[src/design/ahp_consts.svh]
// Purpose: constants of the asynchronous host bus port
// Assumes: included by the package and the port module
// Notes:   word addresses index 16-bit locations of the 256-byte space
`ifndef AHP_CONSTS_SVH
`define AHP_CONSTS_SVH

// bus widths
`define AHP_DATA_W        16
`define AHP_WADDR_W       7
`define AHP_BURST_W       9
`define AHP_DELAY_W       7
`define AHP_LEVEL_W       11

// buffer data ports as word addresses (byte 0x20 and 0x22)
`define AHP_PORT0_WADDR   7'h10
`define AHP_PORT1_WADDR   7'h11

// reset values
`define AHP_DATA_RST      16'h0000
`define AHP_WADDR_RST     7'h00
`define AHP_BURST_RST     9'h000
`define AHP_DELAY_RST     7'h00

`endif

[src/design/ahp_pkg.sv]
// Purpose: types shared by the asynchronous host bus port
// Assumes: constants come from ahp_consts.svh
// Notes:   holds types only
`include "ahp_consts.svh"

package ahp_pkg;

   typedef logic [`AHP_DATA_W-1:0]  ahp_word_t;   // one bus word
   typedef logic [`AHP_WADDR_W-1:0] ahp_waddr_t;  // word address
   typedef logic [`AHP_BURST_W-1:0] ahp_burst_t;  // burst length in words
   typedef logic [`AHP_DELAY_W-1:0] ahp_delay_t;  // gap length in sd clocks
   typedef logic [`AHP_LEVEL_W-1:0] ahp_level_t;  // buffer fill in words

   // access sequencer states
   typedef enum logic [1:0]
   {
      AHP_IDLE,
      AHP_READ,
      AHP_WRITE
   } ahp_acc_e;

endpackage

[src/design/ahp_port.sv]
// Purpose: 16-bit asynchronous memory-style host port with dma steering
// Assumes: address, data and byte lanes stable while a strobe is low
// Notes:   register contents live behind the user-side register port
`timescale 1ns/1ns
`include "ahp_consts.svh"

// How it works
// access counts only while select is low
// seven address lines pick one word
// master raises dma select for buffer dma
// master keeps dma select low otherwise
// read strobe low drives addressed word out
// write strobe low captures bus data
// byte lane enables gate each written byte
// interrupt low, push-pull or open-collector
// reset acts asynchronously on whole port
// system clock times the host interface
// bus turns around between reads, writes
// dma select high means buffer port
// alternate port zero then one, even count
// dma request follows receive buffer fill
// strobes ignored unselected, bus released idle
// strobes synchronised, one access per strobe
module ahp_port
   import ahp_pkg::*;
(
   // clock and reset
   input  wire logic               I_CLK_SYS,
   input  wire logic               I_RST,
   // host bus pins
   input  wire logic               I_CS_N,
   input  wire logic               I_READ_STROBE_N,
   input  wire logic               I_WRITE_STROBE_N,
   input  wire logic [6:0]         I_ADDR,
   input  wire logic               I_BUFFER_DMA_SELECT,
   input  wire logic [1:0]         I_BYTE_LANE_EN_N,
   input  wire ahp_pkg::ahp_word_t I_DATA_I,
   output ahp_pkg::ahp_word_t      O_DATA_O,
   output logic                    O_DATA_OE,
   // interrupt and dma request pins
   output logic                    O_INT_N_O,
   output logic                    O_INT_N_OE,
   output logic                    O_DMA_REQUEST,
   // register space side
   output ahp_pkg::ahp_waddr_t     O_REG_ADDR,
   output ahp_pkg::ahp_word_t      O_REG_WDATA,
   output logic [1:0]              O_REG_BYTE_EN,
   output logic                    O_REG_WR,
   output logic                    O_REG_RD,
   input  wire ahp_pkg::ahp_word_t I_REG_RDATA,
   // controller status and settings
   input  wire logic               I_IRQ,
   input  wire logic               I_INT_OPEN_COLLECTOR,
   input  wire logic               I_DMA_ENABLE,
   input  wire ahp_pkg::ahp_burst_t I_DMA_BURST,
   input  wire ahp_pkg::ahp_delay_t I_DMA_GAP,
   input  wire logic               I_SD_CLK_EN,
   input  wire ahp_pkg::ahp_level_t I_RX_LEVEL
);

   logic [2:0]  sync_w;        // synchronised cs, read, write strobes
   logic        cs_n_s;        // synchronised select
   logic        rd_n_s;        // synchronised read strobe
   logic        wr_n_s;        // synchronised write strobe
   ahp_acc_e    state_reg;     // access sequencer
   ahp_acc_e    state_next;
   logic        port_sel_reg;  // next buffer port: 0 or 1
   ahp_burst_t  burst_cnt_reg; // dma reads done in this burst
   ahp_delay_t  gap_cnt_reg;   // sd clocks left in the gap
   logic        gap_reg;       // dma request held low
   logic        rd_hold_reg;   // read data is being driven

   // one synchroniser for all three strobes
   ahp_sync #(.W(3)) u_sync
   (
      .i_clk   (I_CLK_SYS),
      .i_rst   (I_RST),
      .i_async ({I_CS_N, I_READ_STROBE_N, I_WRITE_STROBE_N}),
      .o_sync  (sync_w)
   );

   assign cs_n_s = sync_w[2];
   assign rd_n_s = sync_w[1];
   assign wr_n_s = sync_w[0];

   // decode of a new access
   wire sel_w     = ~cs_n_s;
   wire rd_go_w   = sel_w & ~rd_n_s & wr_n_s;
   wire wr_go_w   = sel_w & ~wr_n_s & rd_n_s;
   wire start_w   = (state_reg == AHP_IDLE) & (rd_go_w | wr_go_w);
   wire is_dma_w  = I_DMA_ENABLE & I_BUFFER_DMA_SELECT;
   wire dma_acc_w = start_w & is_dma_w;
   wire dma_rd_w  = dma_acc_w & rd_go_w;
   wire burst_done_w = dma_rd_w & ((burst_cnt_reg + 9'h001) >= I_DMA_BURST);

   // address steering: buffer port alternates under dma
   wire ahp_waddr_t port_addr_w = port_sel_reg ? `AHP_PORT1_WADDR : `AHP_PORT0_WADDR;
   wire ahp_waddr_t addr_w      = is_dma_w ? port_addr_w : I_ADDR;

   // dma request: enough receive words, not in gap
   wire dma_request_next = I_DMA_ENABLE & ~gap_reg & ~burst_done_w & (I_DMA_BURST != `AHP_BURST_RST)
                           & (I_RX_LEVEL != 11'h000)
                           & (I_RX_LEVEL >= {2'b00, I_DMA_BURST});

   // sequencer: one access per strobe, wait for release
   always_comb
   begin
      state_next = state_reg;
      case (state_reg)
         AHP_IDLE:
         begin
            if (rd_go_w)
               state_next = AHP_READ;
            else if (wr_go_w)
               state_next = AHP_WRITE;
         end
         AHP_READ:
         begin
            if (rd_n_s | cs_n_s)
               state_next = AHP_IDLE;
         end
         AHP_WRITE:
         begin
            if (wr_n_s | cs_n_s)
               state_next = AHP_IDLE;
         end
         default:
            state_next = AHP_IDLE;
      endcase
   end

   // state and register-side strobes
   always_ff @(posedge I_CLK_SYS or posedge I_RST)
   begin
      if (I_RST)
      begin
         state_reg     <= AHP_IDLE;
         O_REG_RD      <= 1'b0;
         O_REG_WR      <= 1'b0;
         O_REG_ADDR    <= `AHP_WADDR_RST;
         O_REG_WDATA   <= `AHP_DATA_RST;
         O_REG_BYTE_EN <= 2'b00;
      end
      else
      begin
         state_reg <= state_next;
         O_REG_RD  <= start_w & rd_go_w;
         O_REG_WR  <= start_w & wr_go_w & ~(&I_BYTE_LANE_EN_N);
         if (start_w)
         begin
            O_REG_ADDR    <= addr_w;
            O_REG_WDATA   <= I_DATA_I;
            O_REG_BYTE_EN <= wr_go_w ? ~I_BYTE_LANE_EN_N : 2'b00;
         end
      end
   end

   // drive stays on while the same read strobe is still seen low
   wire rd_keep_w = O_REG_RD | (rd_hold_reg & (state_reg == AHP_READ) & ~rd_n_s & ~cs_n_s);

   // read data drive: load the word, hold it until the strobe lifts
   always_ff @(posedge I_CLK_SYS or posedge I_RST)
   begin
      if (I_RST)
      begin
         rd_hold_reg <= 1'b0;
         O_DATA_OE   <= 1'b0;
         O_DATA_O    <= `AHP_DATA_RST;
      end
      else
      begin
         if (O_REG_RD)
            O_DATA_O <= I_REG_RDATA;
         rd_hold_reg <= rd_keep_w;
         O_DATA_OE   <= rd_keep_w;
      end
   end

   // buffer port alternation and burst gap
   always_ff @(posedge I_CLK_SYS or posedge I_RST)
   begin
      if (I_RST)
      begin
         port_sel_reg  <= 1'b0;
         burst_cnt_reg <= `AHP_BURST_RST;
         gap_cnt_reg   <= `AHP_DELAY_RST;
         gap_reg       <= 1'b0;
         O_DMA_REQUEST <= 1'b0;
      end
      else
      begin
         O_DMA_REQUEST <= dma_request_next;
         if (!I_DMA_ENABLE)
            port_sel_reg <= 1'b0;
         else if (dma_acc_w)
            port_sel_reg <= ~port_sel_reg;
         if (burst_done_w | !I_DMA_ENABLE)
            burst_cnt_reg <= `AHP_BURST_RST;
         else if (dma_rd_w)
            burst_cnt_reg <= burst_cnt_reg + 9'h001;
         if (burst_done_w)
         begin
            gap_reg     <= (I_DMA_GAP != `AHP_DELAY_RST);
            gap_cnt_reg <= I_DMA_GAP;
         end
         else if (gap_reg & I_SD_CLK_EN)
         begin
            gap_cnt_reg <= gap_cnt_reg - 7'h01;
            gap_reg     <= (gap_cnt_reg != 7'h01);
         end
      end
   end

   // interrupt pin: push-pull drives both levels, open-collector only low
   always_ff @(posedge I_CLK_SYS or posedge I_RST)
   begin
      if (I_RST)
      begin
         O_INT_N_O  <= 1'b1;
         O_INT_N_OE <= 1'b0;
      end
      else
      begin
         O_INT_N_O  <= I_INT_OPEN_COLLECTOR ? 1'b0 : ~I_IRQ;
         O_INT_N_OE <= I_INT_OPEN_COLLECTOR ? I_IRQ : 1'b1;
      end
   end

   // checks on the port behaviour
   chk_unsel_no_access: assert property (@(posedge I_CLK_SYS) disable iff (I_RST)
      $past(cs_n_s) |-> !O_REG_RD && !O_REG_WR)
      else $error("access issued while unselected");
   chk_read_one_pulse: assert property (@(posedge I_CLK_SYS) disable iff (I_RST)
      O_REG_RD |=> !O_REG_RD)
      else $error("read pulse longer than one cycle");
   chk_write_one_pulse: assert property (@(posedge I_CLK_SYS) disable iff (I_RST)
      O_REG_WR |=> !O_REG_WR ##1 !O_REG_WR)
      else $error("write repeated for one strobe");
   chk_read_drives_bus: assert property (@(posedge I_CLK_SYS) disable iff (I_RST)
      O_REG_RD |=> O_DATA_OE && O_DATA_O == $past(I_REG_RDATA))
      else $error("read word not driven");
   chk_bus_released: assert property (@(posedge I_CLK_SYS) disable iff (I_RST)
      O_DATA_OE && !$past(O_REG_RD) |-> $past(state_reg) == AHP_READ)
      else $error("bus driven outside a read");
   chk_byte_lanes: assert property (@(posedge I_CLK_SYS) disable iff (I_RST)
      O_REG_WR |-> O_REG_BYTE_EN == ~$past(I_BYTE_LANE_EN_N))
      else $error("byte lanes wrong on write");
   chk_dma_port_addr: assert property (@(posedge I_CLK_SYS) disable iff (I_RST)
      (O_REG_RD || O_REG_WR) && $past(is_dma_w)
      |-> O_REG_ADDR == `AHP_PORT0_WADDR || O_REG_ADDR == `AHP_PORT1_WADDR)
      else $error("dma access not steered to buffer port");
   chk_port_alternate: assert property (@(posedge I_CLK_SYS) disable iff (I_RST)
      dma_acc_w && I_DMA_ENABLE |=> port_sel_reg != $past(port_sel_reg))
      else $error("buffer port did not alternate");
   chk_request_empty: assert property (@(posedge I_CLK_SYS) disable iff (I_RST)
      $past(I_RX_LEVEL) == 11'h000 |-> !O_DMA_REQUEST)
      else $error("dma request with empty buffer");
   chk_int_style: assert property (@(posedge I_CLK_SYS) disable iff (I_RST)
      !$past(I_RST) && $past(I_IRQ) |-> O_INT_N_OE && !O_INT_N_O)
      else $error("interrupt not driven low");

endmodule

[src/design/ahp_sync.sv]
// Purpose: two-stage synchroniser for the asynchronous bus strobes
// Assumes: one clock, asynchronous active-high reset
// Notes:   resets to the idle (high) level of active-low strobes
`timescale 1ns/1ns

module ahp_sync
#(
   parameter int W = 3
)
(
   // clock and reset
   input  wire logic         i_clk,
   input  wire logic         i_rst,
   // raw and synchronised levels
   input  wire logic [W-1:0] i_async,
   output logic      [W-1:0] o_sync
);

   logic [W-1:0] meta_reg;  // first stage, read only by the second

   // both stages idle high so reset looks like no access
   always_ff @(posedge i_clk or posedge i_rst)
   begin
      if (i_rst)
      begin
         meta_reg <= '1;
         o_sync   <= '1;
      end
      else
      begin
         meta_reg <= i_async;
         o_sync   <= meta_reg;
      end
   end

endmodule

[config.mk]
export PLATFORM = sky130hd
export DESIGN_NAME = ahp_port
export DESIGN_NICKNAME = d
export VERILOG_FILES = /design/src/design/ahp_pkg.sv /design/src/design/ahp_port.sv /design/src/design/ahp_sync.sv
export VERILOG_INCLUDE_DIRS = /design/src /design/src/design
export SDC_FILE = /design/constraint.sdc
export NUM_CORES = 1
export LEC_CHECK = 0
export BUFFER_PORTS_ARGS = -buffer_cell sky130_fd_sc_hd__clkbuf_2
export CAP_MARGIN = 40
export CORE_MARGIN = 5
export CORE_UTILIZATION = 35
export CTS_CLUSTER_SIZE = 20
export DETAILED_ROUTE_END_ITERATION = 7
export PLACE_DENSITY = 0.7
export REMOVE_ABC_BUFFERS = 1
export SYNTH_ARGS = -nofsm -noshare
export SYNTH_HDL_FRONTEND = slang
export SYNTH_HIERARCHICAL = 1
export SYNTH_SLANG_ARGS = --single-unit
[constraint.sdc]
create_clock -name I_CLK_SYS -period 3 [get_ports I_CLK_SYS]
set_input_delay 0.15 -clock I_CLK_SYS [delete_from_list [all_inputs] [get_ports I_CLK_SYS]]
set_output_delay 0.15 -clock I_CLK_SYS [all_outputs]
set_load 0.01 [all_outputs]
# Word-level counts from Yosys, hierarchy flattened

Cells that the tools add are included.

Bits in registers: 73
Output and inout bits: 47
Logic and storage cells: 90

Add/subtract/negate cells: 2
$lt $le $gt $ge: 2
Equal/unequal tests: 7
Mux-type cells: 18
Bitwise logic cells: 35
Reductions and logical operators: 9

Operators with widths:

| kind                                                   | count |
|---|---|
| bitwise AND 1 bit                                      | 21 |
| two-way mux 7 bit                                      | 3 |
| two-way mux 9 bit                                      | 2 |
| greater-or-equal comparator 11 x 9 -> 1 bit            | 1 |
| nonzero test 11 bit                                    | 1 |
| two-way mux 2 bit                                      | 5 |
| adder 9 x 1 -> 9 bit (second input constant)           | 1 |
| greater-or-equal comparator 9 bit                      | 1 |
| nonzero test 9 bit                                     | 1 |
| NOT 1 bit                                              | 8 |
| two-way mux 1 bit                                      | 7 |
| inequality test 7 x 1 -> 1 bit (second input constant) | 1 |
| nonzero test 7 bit                                     | 1 |
| subtractor 7 x 1 -> 7 bit (second input constant)      | 1 |
| case mux 2 bit (3 select lines)                        | 1 |
| OR 1 bit                                               | 5 |
| inequality test 2 bit (second input constant)          | 2 |
| nonzero test 2 bit                                     | 2 |
| inequality test 3 bit (second input constant)          | 1 |
| AND reduction 3 bit                                    | 1 |
| == test 2 x 1 -> 1 bit (second input constant)         | 1 |
| == test 2 bit (second input constant)                  | 1 |
| zero test 2 bit                                        | 1 |
| inequality test 2 x 1 -> 1 bit (second input constant) | 1 |
| other kinds (3)                                        | 3 |

# Logic depth before layout (Yosys ltp)

Gate-level depths: netlist of run 1.

Word-level depth: 13
Mapped depth: 11
Depth with buffers taken out: 11

# Cells and area by module

The synthesis of run 1 kept the hierarchy.

By module, submodules not included:

| module   | instances | cells each | area each (um^2) |
|---|---|---|---|
| ahp_port | 1         | 304        | 3400.8 |
| ahp_sync | 1         | 7          | 161.4 |

# Least setup slack after synthesis of run 1

No wires, ideal clock.

Path kind: reg2reg
Start: register burst_cnt_reg[0]
End: register gap_cnt_reg[0]
Library setup time: 0.125 ns
Data arrival time: 2.504 ns
Setup slack: 0.371 ns
Cell stages (with the launch flop): 11
Path buffers: 0
Period minus slack after synthesis: 2.629 ns
Path through: dfrtp_1 -> ha_1 -> nand3_1 -> nor3_1 -> xor2_1 -> ha_1 -> a21oi_1 -> and3_1 -> nor2b_1 -> a21oi_2 -> mux2_2

Word-level cells in the longest chain between the ends: 4

Ends and longest elaborated chain:

| what                                                    | line            | source |
|---|---|---|
| start, declared                                         | ahp_port.sv:68  | `ahp_burst_t burst_cnt_reg;` |
| start signal, assigned                                  | ahp_port.sv:185 | `` burst_cnt_reg <= `AHP_BURST_RST; `` |
| start signal, assigned                                  | ahp_port.sv:198 | `` burst_cnt_reg <= `AHP_BURST_RST; `` |
| start signal, assigned                                  | ahp_port.sv:200 | `burst_cnt_reg <= burst_cnt_reg + 9'h001;` |
| adder 9 x 1 -> 9 bit (*)                                | ahp_port.sv:94  | `wire burst_done_w = dma_rd_w & ((burst_cnt_reg + 9'h001) >= I_DMA_BURST);` |
| greater-or-equal comparator 9 bit (*)                   | ahp_port.sv:94  |  |
| bitwise AND 1 bit (*)                                   | ahp_port.sv:94  |  |
| two-way mux 7 bit or nonzero test 2 bit (tied branches) | -               |  |
| end signal, assigned                                    | ahp_port.sv:186 | `` gap_cnt_reg <= `AHP_DELAY_RST; `` |
| end signal, assigned                                    | ahp_port.sv:208 | `gap_cnt_reg <= gap_cnt_reg - 7'h01;` |
| end, declared                                           | ahp_port.sv:69  | `ahp_delay_t gap_cnt_reg;` |

Every way passes the cells marked *; elsewhere a longest branch is shown, timed or not.
A chain may end at the register's enable or synchronous reset.

# Final worst setup path of run 1

Start: register burst_cnt_reg[0]
End: register gap_cnt_reg[6]

Same word-level chain as after synthesis.

==> Flow_metrics.wiki, run 1 <==
{| class="wikitable"
! Metric !! Value
|-
| Core area || 9860 sq um
|-
| Critical path class || reg2reg
|-
| Clock tree from TritonCTS || yes
|-
| Most used cells in the layout excluding fill and tap cells || clkbuf_2 (124), dfrtp_1 (66), mux2_2 (39)
|-
| Synth Area in Compound Gates || 8.89%
|-
| Share of the core filled with cells || 47.3%
|-
| WL per Instance || 14.3 um
|-
| Antenna Nets Post-Route || 0
|-
| Worst rel slew slack || 53.0%
|-
| Count of H-tree levels built during CTS || 3
|-
| Clock root cell || clkbuf_8
|-
| Unrepaired setup endpoints after global routing || no
|-
| Core Rows || 36
|-
| Most common cell after layout, fill and taps aside || clkbuf_2
|-
| Total track usage || 13.9%
|-
| Synthesized area per cell || 11.5 sq um
|-
| Leakage || 0.00237 uW
|-
| Number of buffer and inverter instances along the worst setup path || 1
|-
| Flops & latches, synth || 73
|-
| Total Die Area || 12300 sq um
|-
| Wire length of the first global-routing pass || 14100 um
|-
| Clock-pin slew on the worst setup and hold paths || 90 ps
|-
| Number of CTS-inserted buffers || 9
|-
| Fmax || 357 MHz
|-
| Slew of the pin with the lowest slew margin || 705 ps
|-
| Highest ir drop seen on vdd || 0.268 mV
|-
| Final period util || 93.5%
|-
| Main combinational cell family by area after synthesis || multiplexers
|-
| Cells after Synth || 311
|-
| Worst min-delay path category || in2reg
|-
| Maximum root-to-sink buffer count || 2
|-
| Max-cap check violation count || 0
|-
| Psw || 745 uW
|-
| Synth Warn # || 6
|-
| Largest stage delay on the critical path || 420 ps
|-
| Share of total power in sequential cells || 48.9%
|-
| Weighted congestion at the end of routability-driven global placement || 0.826
|-
| Clock sinks || 73
|-
| Share of post-route cells with drive strength above 1 || 43.6%
|-
| Postcts setup bufs || 0
|-
| Critical path arrival || 3030 ps
|-
| Category of the worst setup path capture point || register
|-
| Final count of hold timing violations || 0
|-
| Initial Util || 36.1%
|-
| Endpoint required time on the critical path || 3220 ps
|-
| Final Skew || 15.0 ps
|-
| Mean number of vias per cell || 4.80
|-
| Final setup fails || 0
|-
| Number of global-route vias before repair || 2939
|-
| Largest delay contributor family on the critical path || simple AND/OR/NAND/NOR gates
|-
| Proportion of power drawn by combinational gates || 22.3%
|-
| Area Growth Syn to Fin || 31.0%
|-
| Adder-cell area share of the yosys netlist || 7.38%
|-
| Vias post-DR || 2844
|-
| CP max-delay cell || dfrtp_1
|-
| Pins over their slew limit || 0
|-
| Largest net degree at the start of global routing || 53
|-
| Post-route DRC || 0
|-
| Internal power || 1830 uW
|-
| Power density of the placed cells || 553 nW/um^2
|-
| Sw Share || 28.9%
|-
| Share of power burned in the clock network || 28.8%
|-
| Setup total negative slack || 0 ps
|-
| Internal reg-to-reg setup slack || 200 ps
|-
| Share of the synthesized netlist area taken by xor and xnor gates || 3.44%
|-
| Synthesized area || 3560 sq um
|-
| Cell breakdown of the critical path || ha_2 > nand3_2 > nor3_1 > xor2_1 > ha_1 > a21oi_1 > and3_1 > nor2b_1 > a21oi_2 > buf_4 > mux2_2
|-
| HPWL after detailed placement || 6420 um
|-
| Post-layout min period || 2800 ps
|-
| Footprint of the multi-input gates || 1640 sq um
|-
| Detailed-routing iteration count for the pre-antenna-repair pass || 4
|-
| Antenna violations before repair || 0
|-
| Filler instances || 931
|-
| Clock latency reported for the late side of the worst-skew pair || 340 ps
|-
| Type of element launching the critical path || register
|-
| Die Width || 111 um
|-
| Total wire length || 8450 um
|-
| Number of distinct library cells after synthesis || 40
|-
| Ant. Diodes || 0
|-
| Share of synthesized cell area in and, or, nand and nor gates || 12.7%
|-
| Portion of the post-synthesis area used by sequential elements || 51.5%
|-
| Total overflow reported by the global router || 0
|-
| Port bufs || 124
|-
| Ports || 125
|-
| FF/Latch Area || 1840 sq um
|-
| Fin nets || 553
|-
| DRT iter0 DRCs || 94
|-
| Share of cell area taken by muxes after synthesis || 12.9%
|-
| Vert. Die Dim || 111 um
|-
| Crit path max fanout || 8
|-
| Outcome || complete, no violations
|}
[final cells by class]
| cell class | count | share of cell area [%] |
|---|---|---|
| sequential | 73 | 39.3 |
| multi-input combinational | 208 | 35.0 |
| timing repair buffer | 138 | 16.1 |
| tap | 133 | 3.57 |
| clock buffer | 11 | 2.82 |
| inverter | 24 | 1.93 |
| clock inverter | 5 | 1.23 |
[final timing paths]
kind | from | end | cells past startpoint
hold / removal | I_DATA_I[5] | O_REG_WDATA[5] | 2
setup / recovery | burst_cnt_reg[0] | gap_cnt_reg[6] | 11
max in group asynchronous | I_RST | O_DATA_O[15] | 4
hold reg to reg | u_sync/meta_reg[1] | u_sync/o_sync[1] | 0
min in group asynchronous | I_RST | O_INT_N_OE | 3
setup reg to reg | burst_cnt_reg[0] | gap_cnt_reg[6] | 11
[per-stage QoR]
stage / hold WS (ps) / instance area, sq um / setup slack [ps] / total power [uW] / instances
floorplan: 149 / 3540 / 371 / 1580 / 305
global placement: 128 / 4360 / 258 / 1820 / 566
detailed placement: 131 / 4360 / 186 / 1850 / 566
CTS: 6.96 / 4650 / 152 / 2620 / 592
global route: 0.346 / 4670 / 12.5 / 2740 / 592
finish: 32.3 / 4670 / 196 / 2580 / 592
[routing by layer]
| metal | routed length [um] | GRT usage [%] | vias to the layer above |
|---|---|---|---|
| met1 | 3500 | 16.4 | 1366 |
| met2 | 4400 | 24.7 | 84 |
| li1 | - | - | 1389 |
| met5 | 0 | 0 | - |
| met4 | 63 | 2.46 | 0 |
| met3 | 492 | 4.75 | 5 |
[power groups by stage]
stage	registers [uW]	logic [uW]	clock network, uW
final	1260	575	742
after global routing	1280	640	815
after CTS	1260	585	769
after detailed placement	1280	574	0
after global placement	1270	557	0
after floorplan	1330	255	0
[cells by family after synthesis]
kind of cell             after synthesis
XOR/XNOR                              14
adder cells (fa/ha/maj)               21
multiplexers                          41
AND/OR/NAND/NOR                       84
flip-flops                            73
buffers and inverters                 30
AO/OA/AOI/OAI                         48
[timing repair]
item / 4_1_cts / 5_1_grt
gates resized for setup: 0 / 5
hold endpoints to repair: 28 / 0
setup endpoints to repair: 0 / 8
hold buffers: 10 / 0
[synthesized netlist by cell type, drive strengths merged]
cell      n  share of area (%)
a31oi     2               0.35
xnor2     9                2.2
and2      4               0.70
dfrtp    66                 46
nor2      8               0.84
a22oi     1               0.21
inv      24                2.5
nand4     3               0.53
nor3b     1               0.21
or4       2               0.42
a21o      3               0.63
o41ai     2               0.49
dfstp     7                5.2
a21oi     8                1.2
mux2     39                 12
a31o      1               0.25
xor2      5                1.2
o21a      5                1.1
nor3      9                1.4
ha       21                7.4
nor2b     2               0.35
or3       2               0.49
a2111oi   1               0.25
clkbuf    6               0.63
and3      6                1.1
a41o      2               0.56
mux2i     2               0.56
nand3     8                1.1
nand2    25                2.6
o21ai    16                2.4
a211o     1               0.25
nand2b    5               0.88
a211oi    6                1.3
and4      1               0.25
nor4      8                1.8
No activity file was read; power rests on OpenSTA's default activity.
==> run 2: changes to the inputs <==
--- a/config.mk
+++ b/config.mk
@@ -9,10 +9,10 @@
 export BUFFER_PORTS_ARGS = -buffer_cell sky130_fd_sc_hd__clkbuf_2
 export CAP_MARGIN = 40
 export CORE_MARGIN = 5
-export CORE_UTILIZATION = 35
+export CORE_UTILIZATION = 50
 export CTS_CLUSTER_SIZE = 20
 export DETAILED_ROUTE_END_ITERATION = 7
-export PLACE_DENSITY = 0.7
+export PLACE_DENSITY = 0.91
 export REMOVE_ABC_BUFFERS = 1
 export SYNTH_ARGS = -nofsm -noshare
 export SYNTH_HDL_FRONTEND = slang
==> run 2 against run 1 <==
Against the previous run: combinational power grew 2%; hold slack got worse by 11 ps; critical path depth stayed put; sequential power is essentially flat; global-route usage is 6.7 points higher.
==> Flow_metrics.wiki, run 2 (synthesis results as in run 1) <==
{| class="wikitable"
! Metric !! Value
|-
| Outcome || complete, no violations
|-
| Fin nets || 553 (unchanged)
|-
| Final Skew || 11.8 ps (-3.20 ps)
|-
| Final setup fails || 0 (unchanged)
|-
| Fmax || 354 MHz (-0.77%)
|-
| Share of power burned in the clock network || 27.3% (-1.5 points)
|-
| Power density of the placed cells || 552 nW/um^2 (-0.17%)
|-
| Max-cap check violation count || 0 (unchanged)
|-
| Pins over their slew limit || 0 (unchanged)
|-
| Worst reg2reg path startpoint || burst_cnt_reg[0]
|-
| Category of the worst setup path capture point || register
|-
| Internal power || 1760 uW (-4.2%)
|-
| Proportion of power drawn by combinational gates || 23.0% (+0.7 points)
|-
| Crit Reg-Reg Endpoint || gap_cnt_reg[2]
|-
| Final period util || 94.2% (+0.73 points)
|-
| Unrepaired setup endpoints after global routing || no
|-
| Share of post-route cells with drive strength above 1 || 44.2% (+0.65 points)
|-
| Share of total power in sequential cells || 49.7% (+0.8 points)
|-
| Count of H-tree levels built during CTS || 3 (unchanged)
|-
| Slew of the pin with the lowest slew margin || 684 ps (-20.6 ps)
|-
| Critical path class || reg2reg
|-
| Ant. Diodes || 0 (unchanged)
|-
| Core area || 6870 sq um (-30%)
|-
| Clock sinks || 73 (unchanged)
|-
| Postcts setup bufs || 0 (unchanged)
|-
| Largest net degree at the start of global routing || 34 (-36%)
|-
| Filler instances || 483 (-48%)
|-
| Wire length of the first global-routing pass || 14400 um (+2.3%)
|-
| Initial Util || 51.9% (+16 points)
|-
| Total power after layout || 2540 uW (-1.4%)
|-
| Ports || 125 (unchanged)
|-
| Sw Share || 30.9% (+2.0 points)
|-
| Worst rel slew slack || 54.4% (+1.4 points)
|-
| DRT iter0 DRCs || 257 (+170%)
|-
| Hold Path Origin || I_ADDR[2]
|-
| Internal reg-to-reg setup slack || 170 ps (-20 ps)
|-
| WL per Instance || 15.9 um (+12%)
|-
| Number of CTS-inserted buffers || 9 (unchanged)
|-
| Psw || 785 uW (+5.4%)
|-
| HPWL after detailed placement || 6670 um (+3.9%)
|-
| Most common cell after layout, fill and taps aside || clkbuf_2
|-
| Clock root cell || clkbuf_8
|-
| Mean number of vias per cell || 5.27 (+9.7%)
|-
| Post-layout min period || 2830 ps (+21.8 ps)
|-
| Setup total negative slack || 0 ps (unchanged)
|-
| Post-route DRC || 0 (unchanged)
|-
| Maximum root-to-sink buffer count || 2 (unchanged)
|-
| Clock tree from TritonCTS || yes
|-
| Antenna violations before repair || 0 (unchanged)
|-
| Clock latency reported for the late side of the worst-skew pair || 350 ps (about the same)
|-
| Antenna Nets Post-Route || 0 (unchanged)
|-
| Leakage || 0.00237 uW (+0.21%)
|-
| Total overflow reported by the global router || 0 (unchanged)
|-
| Hold worst-path end || O_REG_ADDR[2]
|-
| Port bufs || 124 (unchanged)
|-
| Total Die Area || 8910 sq um (-28%)
|-
| Length in cells of the worst reg-to-reg path || 11 (unchanged)
|-
| Cell depth of the worst min-delay path || 3 (+1)
|-
| Area Growth Syn to Fin || 29.4%
|-
| Number of global-route vias before repair || 3111 (+5.9%)
|-
| Crit path max fanout || 8 (unchanged)
|-
| Vert. Die Dim || 94.4 um (-15%)
|-
| Endpoint required time on the critical path || 3220 ps (about the same)
|-
| Share of the core filled with cells || 67.1% (+20 points)
|-
| Total track usage || 20.6% (+6.7 points)
|-
| Final count of hold timing violations || 0 (unchanged)
|-
| Worst min-delay path category || in2reg
|-
| WHS || 21.0 ps (-11.3 ps)
|-
| Critical path arrival || 3050 ps (+20 ps)
|-
| Core Rows || 30 (-17%)
|-
| Die Width || 94.4 um (-15%)
|-
| Highest ir drop seen on vdd || 0.461 mV (+72%)
|-
| Weighted congestion at the end of routability-driven global placement || 0.932 (+13%)
|-
| Vias post-DR || 2925 (+2.8%)
|-
| Total wire length || 8840 um (+4.6%)
|-
| Clock-pin slew on the worst setup and hold paths || 90 ps (about the same)
|-
| Type of element launching the critical path || register
|-
| Most used cells in the layout excluding fill and tap cells || clkbuf_2 (124), dfrtp_1 (66), mux2_2 (39)
|-
| Detailed-routing iteration count for the pre-antenna-repair pass || 4 (unchanged)
|}
run 2: worst max path at each step:
stage,start,to,slack (ps),cells past startpoint
after global routing,burst_cnt_reg[0],burst_cnt_reg[4],2,10
after detailed placement,burst_cnt_reg[0],gap_cnt_reg[2],150,11
final,burst_cnt_reg[0],gap_cnt_reg[2],170,11
after global placement,burst_cnt_reg[0],burst_cnt_reg[4],300,10
after CTS,burst_cnt_reg[0],burst_cnt_reg[4],80,10
after floorplan,burst_cnt_reg[0],gap_cnt_reg[0],370,10
run 2: metal layers:
layer  up-vias  wire (um)  track usage, %
li1       1392          -               -
met1      1397       3260            23.0
met2       107       4910            37.2
met3        29        398            4.30
met4         0        269            9.99
met5         -          0               0
run 2: what timing repair did:
| item | CTS | global route |
|---|---|---|
| resized for setup | 0 | 5 |
| setup endpoints to repair | 0 | 8 |
| hold buffers | 9 | 0 |
| endpoints found under the hold margin | 41 | 0 |
run 2: critical path, cell delays in order (launching register included):
cell and delay, ps:
dfrtp_1 420, ha_2 240, nand3_2 150, nor3_2 210, xor2_1 250, ha_1 320, a21oi_1 150, and3_1 240
nor2b_1 90, a21oi_2 100, buf_4 180, mux2_2 350
run 2: through the flow:
stage          std cells  cell area, sq um  worst slack, ps
3_5_place_dp         530              4320              149
2_1_floorplan        305              3540              371
3_3_place_gp         530              4320              298
5_1_grt              555              4610             1.96
4_1_cts              555              4590             82.1
6_report             555              4610              175
run 2: layout make-up:
| class | count | area [sq um] | share of cell area [%] |
|---|---|---|---|
| Inverter | 24 | 90.1 | 1.95 |
| Timing Repair Buffer | 138 | 748 | 16.2 |
| Clock inverter | 7 | 52.6 | 1.14 |
| Multi-Input combinational cell | 208 | 1640 | 35.5 |
| Sequential cell | 73 | 1840 | 39.8 |
| Tap cell | 96 | 120 | 2.61 |
| Clock buffer | 9 | 124 | 2.69 |
run 2: power groups by stage:
| stage | sequential [uW] | clock [uW] | combinational, uW |
|---|---|---|---|
| 6_report | 1260 | 694 | 585 |
| 5_1_grt | 1290 | 761 | 648 |
| 4_1_cts | 1260 | 710 | 590 |
| 3_5_place_dp | 1280 | 0 | 578 |
| 3_3_place_gp | 1270 | 0 | 554 |
| 2_1_floorplan | 1330 | 0 | 255 |
==> run 3: changes to the inputs <==
--- a/config.mk
+++ b/config.mk
@@ -16,5 +16,4 @@
 export REMOVE_ABC_BUFFERS = 1
 export SYNTH_ARGS = -nofsm -noshare
 export SYNTH_HDL_FRONTEND = slang
-export SYNTH_HIERARCHICAL = 1
 export SYNTH_SLANG_ARGS = --single-unit
==> run 3 against run 2 <==
Against the previous run: sequential share of layout area up 0.85 points; wire length down 6.5%; global-route usage shrank 1.2 points; combinational power decreased by 12%; total power is 3.1% lower; worst setup slack better by 16 ps; cell count fell by 2.0%; non-clock buffer count stayed put; largest cell class unchanged; largest power group unchanged.
==> Flow_metrics.wiki, run 3 <==
{| class="wikitable"
! Metric !! Value
|-
| Number of distinct library cells after synthesis || 43 (+7.5%)
|-
| Maximum root-to-sink buffer count || 2 (unchanged)
|-
| Die Width || 93.5 um (-1.0%)
|-
| Post-route DRC || 0 (unchanged)
|-
| Synth Warn # || 0 (-6)
|-
| Clock latency reported for the late side of the worst-skew pair || 340 ps (about the same)
|-
| Power density of the placed cells || 546 nW/um^2 (-1.1%)
|-
| Hold Path Origin || I_BYTE_LANE_EN_N[1]
|-
| Most common cell after layout, fill and taps aside || clkbuf_2
|-
| Pins over their slew limit || 0 (unchanged)
|-
| Final setup slack of the worst path || 190 ps (+15.7 ps)
|-
| Largest cells by area after synthesis || dfrtp_1 (47%), mux2_2 (11%), ha_1 (7.5%)
|-
| Antenna Nets Post-Route || 0 (unchanged)
|-
| Mean number of vias per cell || 5.15 (-2.2%)
|-
| Worst reg2reg path startpoint || burst_cnt_reg[0]
|-
| Highest ir drop seen on vdd || 0.480 mV (+4.0%)
|-
| Share of power burned in the clock network || 29.8% (+2.5 points)
|-
| Clock tree from TritonCTS || yes
|-
| Number of global-route vias before repair || 2938 (-5.6%)
|-
| Clock-pin slew on the worst setup and hold paths || 70 ps (-20 ps)
|-
| Psw || 690 uW (-12%)
|-
| Critical path arrival || 3030 ps (-20 ps)
|-
| Total Die Area || 8730 sq um (-2.0%)
|-
| Length in cells of the worst reg-to-reg path || 12 (+1)
|-
| Antenna violations before repair || 0 (unchanged)
|-
| Worst min-delay path category || in2reg
|-
| Port bufs || 124 (unchanged)
|-
| Count leader, synth || dfrtp_1
|-
| Worst rel slew slack || 53.7% (-0.71 points)
|-
| Clock root cell || clkbuf_8
|-
| Slew of the pin with the lowest slew margin || 695 ps (+10.7 ps)
|-
| Total overflow reported by the global router || 0 (unchanged)
|-
| Number of CTS-inserted buffers || 9 (unchanged)
|-
| Max-cap check violation count || 0 (unchanged)
|-
| Count of H-tree levels built during CTS || 3 (unchanged)
|-
| Crit path max fanout || 13 (+5)
|-
| Primary flip-flop cell chosen by synthesis mapping || dfrtp_1
|-
| Crit Reg-Reg Endpoint || burst_cnt_reg[0]
|-
| Ports || 125 (unchanged)
|-
| Final Skew || 8.40 ps (-3.45 ps)
|-
| Number of synthesized flops with an enable pin || 0 (unchanged)
|-
| Area Growth Syn to Fin || 29.6%
|-
| Total track usage || 19.4% (-1.2 points)
|-
| Synthesized area || 3480 sq um (-2.2%)
|-
| Unrepaired setup endpoints after global routing || no
|-
| Share of post-route cells with drive strength above 1 || 44.0% (-0.25 points)
|-
| Hold worst-path end || O_REG_BYTE_EN[1]
|-
| Proportion of power drawn by combinational gates || 20.9% (-2.1 points)
|-
| Post-layout min period || 2810 ps (-15.7 ps)
|-
| Cell depth of the worst min-delay path || 2 (-1)
|-
| Wire length of the first global-routing pass || 13300 um (-7.8%)
|-
| Initial Util || 51.3% (-0.61 points)
|-
| Final count of hold timing violations || 0 (unchanged)
|-
| Weighted congestion at the end of routability-driven global placement || 0.864 (-7.3%)
|-
| Vias post-DR || 2804 (-4.1%)
|-
| Clock sinks || 73 (unchanged)
|-
| Final period util || 93.7% (-0.52 points)
|-
| Filler instances || 509 (+5.4%)
|-
| Critical path class || reg2reg
|-
| WHS || 18.9 ps (-2.05 ps)
|-
| Fin nets || 542 (-2.0%)
|-
| Worst setup slack after placement || 62.4 ps (-86.3 ps)
|-
| Sw Share || 28.0% (-2.9 points)
|-
| WL per Instance || 15.2 um (-4.6%)
|-
| HPWL after detailed placement || 6290 um (-5.6%)
|-
| Core Rows || 30 (unchanged)
|-
| Synthesized area per cell || 11.5 sq um (about the same)
|-
| Portion of the post-synthesis area used by sequential elements || 52.7% (+1.2 points)
|-
| Leakage || 0.00230 uW (-3.0%)
|-
| Fraction of synthesis flops using an asynchronous set or reset pin || 100% (unchanged)
|-
| Ant. Diodes || 0 (unchanged)
|-
| Share of total power in sequential cells || 49.3% (-0.4 points)
|-
| Endpoint required time on the critical path || 3220 ps (about the same)
|-
| Cells after Synth || 304 (-2.3%)
|-
| Flops & latches, synth || 73 (unchanged)
|-
| DRT iter0 DRCs || 186 (-28%)
|-
| Internal reg-to-reg setup slack || 190 ps (+20 ps)
|-
| Leading cell types by count after synthesis || dfrtp_1 (66), mux2_2 (33), nand2_1 (31)
|-
| Category of the worst setup path capture point || register
|-
| Final setup fails || 0 (unchanged)
|-
| Largest net degree at the start of global routing || 52 (+53%)
|-
| Total wire length || 8270 um (-6.5%)
|-
| Proportion of netlist area held by the largest area contributor || 47.4% (+1.1 points)
|-
| Outcome || complete, no violations
|-
| Dominant cell type by area after synthesis || dfrtp_1
|-
| Core area || 6790 sq um (-1.1%)
|-
| Vert. Die Dim || 93.5 um (-1.0%)
|-
| Most used cells in the layout excluding fill and tap cells || clkbuf_2 (124), dfrtp_1 (66), mux2_2 (33)
|-
| Type of element launching the critical path || register
|-
| Fmax || 356 MHz (+0.56%)
|-
| Internal power || 1770 uW (+0.89%)
|-
| Detailed-routing iteration count for the pre-antenna-repair pass || 4 (unchanged)
|}
==> run 3: cell types whose count changed after synthesis, sizes merged, moves of 3 or more <==
cell    delta
o21a       -3
mux2       -3
a21o       -3
a21oi      +8
a211oi     -5
nand2b     -3
nand2      +6
buf        +5
inv        -9
==> run 3: how the worst max path moves through the flow <==
stage,start,to,slack (ps),depth (start not counted)
2_1_floorplan,burst_cnt_reg[0],gap_cnt_reg[0],-500,11
3_3_place_gp,burst_cnt_reg[0],gap_cnt_reg[0],180,11
3_5_place_dp,burst_cnt_reg[0],gap_cnt_reg[2],60,11
4_1_cts,burst_cnt_reg[0],gap_reg,30,12
5_1_grt,burst_cnt_reg[0],gap_reg,2,12
6_report,burst_cnt_reg[0],burst_cnt_reg[0],190,12
==> run 3: per-stage QoR <==
step                util (%)  cells  TNS, ps  cell area [sq um]  total power (uW)
floorplan                  -    294    -4060               3430              1490
global placement        62.0    519        0               4210              1710
detailed placement      62.0    519        0               4210              1740
CTS                     66.1    544        0               4490              2490
global route            66.4    544        0               4510              2600
finish                  66.4    544        0               4510              2460
==> run 3: cell type report <==
cell class | count | area, sq um | area share [%]
sequential | 73 | 1840 | 40.7
multi-input combinational | 206 | 1560 | 34.7
timing repair buffer | 138 | 748 | 16.6
clock buffer | 11 | 131 | 2.91
tap | 96 | 120 | 2.66
clock inverter | 5 | 56.3 | 1.25
inverter | 15 | 56.3 | 1.25
==> run 3: logic make-up (layout without fill, tap and decap cells) <==
kind of cell / after synthesis / in the layout / synth area share (%)
buf+inv: 25 / 169 / 3.09
compound gates: 45 / 45 / 7.65
flops: 73 / 73 / 52.7
mux: 39 / 39 / 12.8
fa+ha+maj: 21 / 21 / 7.55
simple gates: 88 / 88 / 12.9
xor+xnor: 13 / 13 / 3.27
==> run 3: power groups by stage <==
stage	registers, uW	clock network (uW)	logic, uW
after floorplan	1290	0	201
after global placement	1220	0	489
after detailed placement	1230	0	511
after CTS	1210	755	521
after global routing	1230	803	568
final	1210	733	515
==> run 3: timing repair <==
action,CTS,global route
hold buffers,9,0
setup buffers,0,0
setup endpoints to repair,0,16
hold endpoints to repair,28,0
gates resized for setup,0,5
==> run 3: worst max-delay path, cell delays in order, from the launching register on <==
cell and delay [ps]:
dfrtp_1 400, ha_2 240, nand3_1 170, nor2_1 170, and3_1 220, xor2_2 80
ha_1 330, nand2_1 80, o21ai_0 260, a211oi_2 90, buf_4 200, and2_1 190
mux2_2 260
==> run 3: routing by layer <==
layer | vias to the layer above | track usage [%] | part of all wire [%]
met5 | - | 0 | 0
met4 | 0 | 6.35 | 1.4
met3 | 12 | 5.79 | 6.3
met2 | 84 | 34.7 | 54
met1 | 1349 | 22.0 | 39
li1 | 1359 | - | -
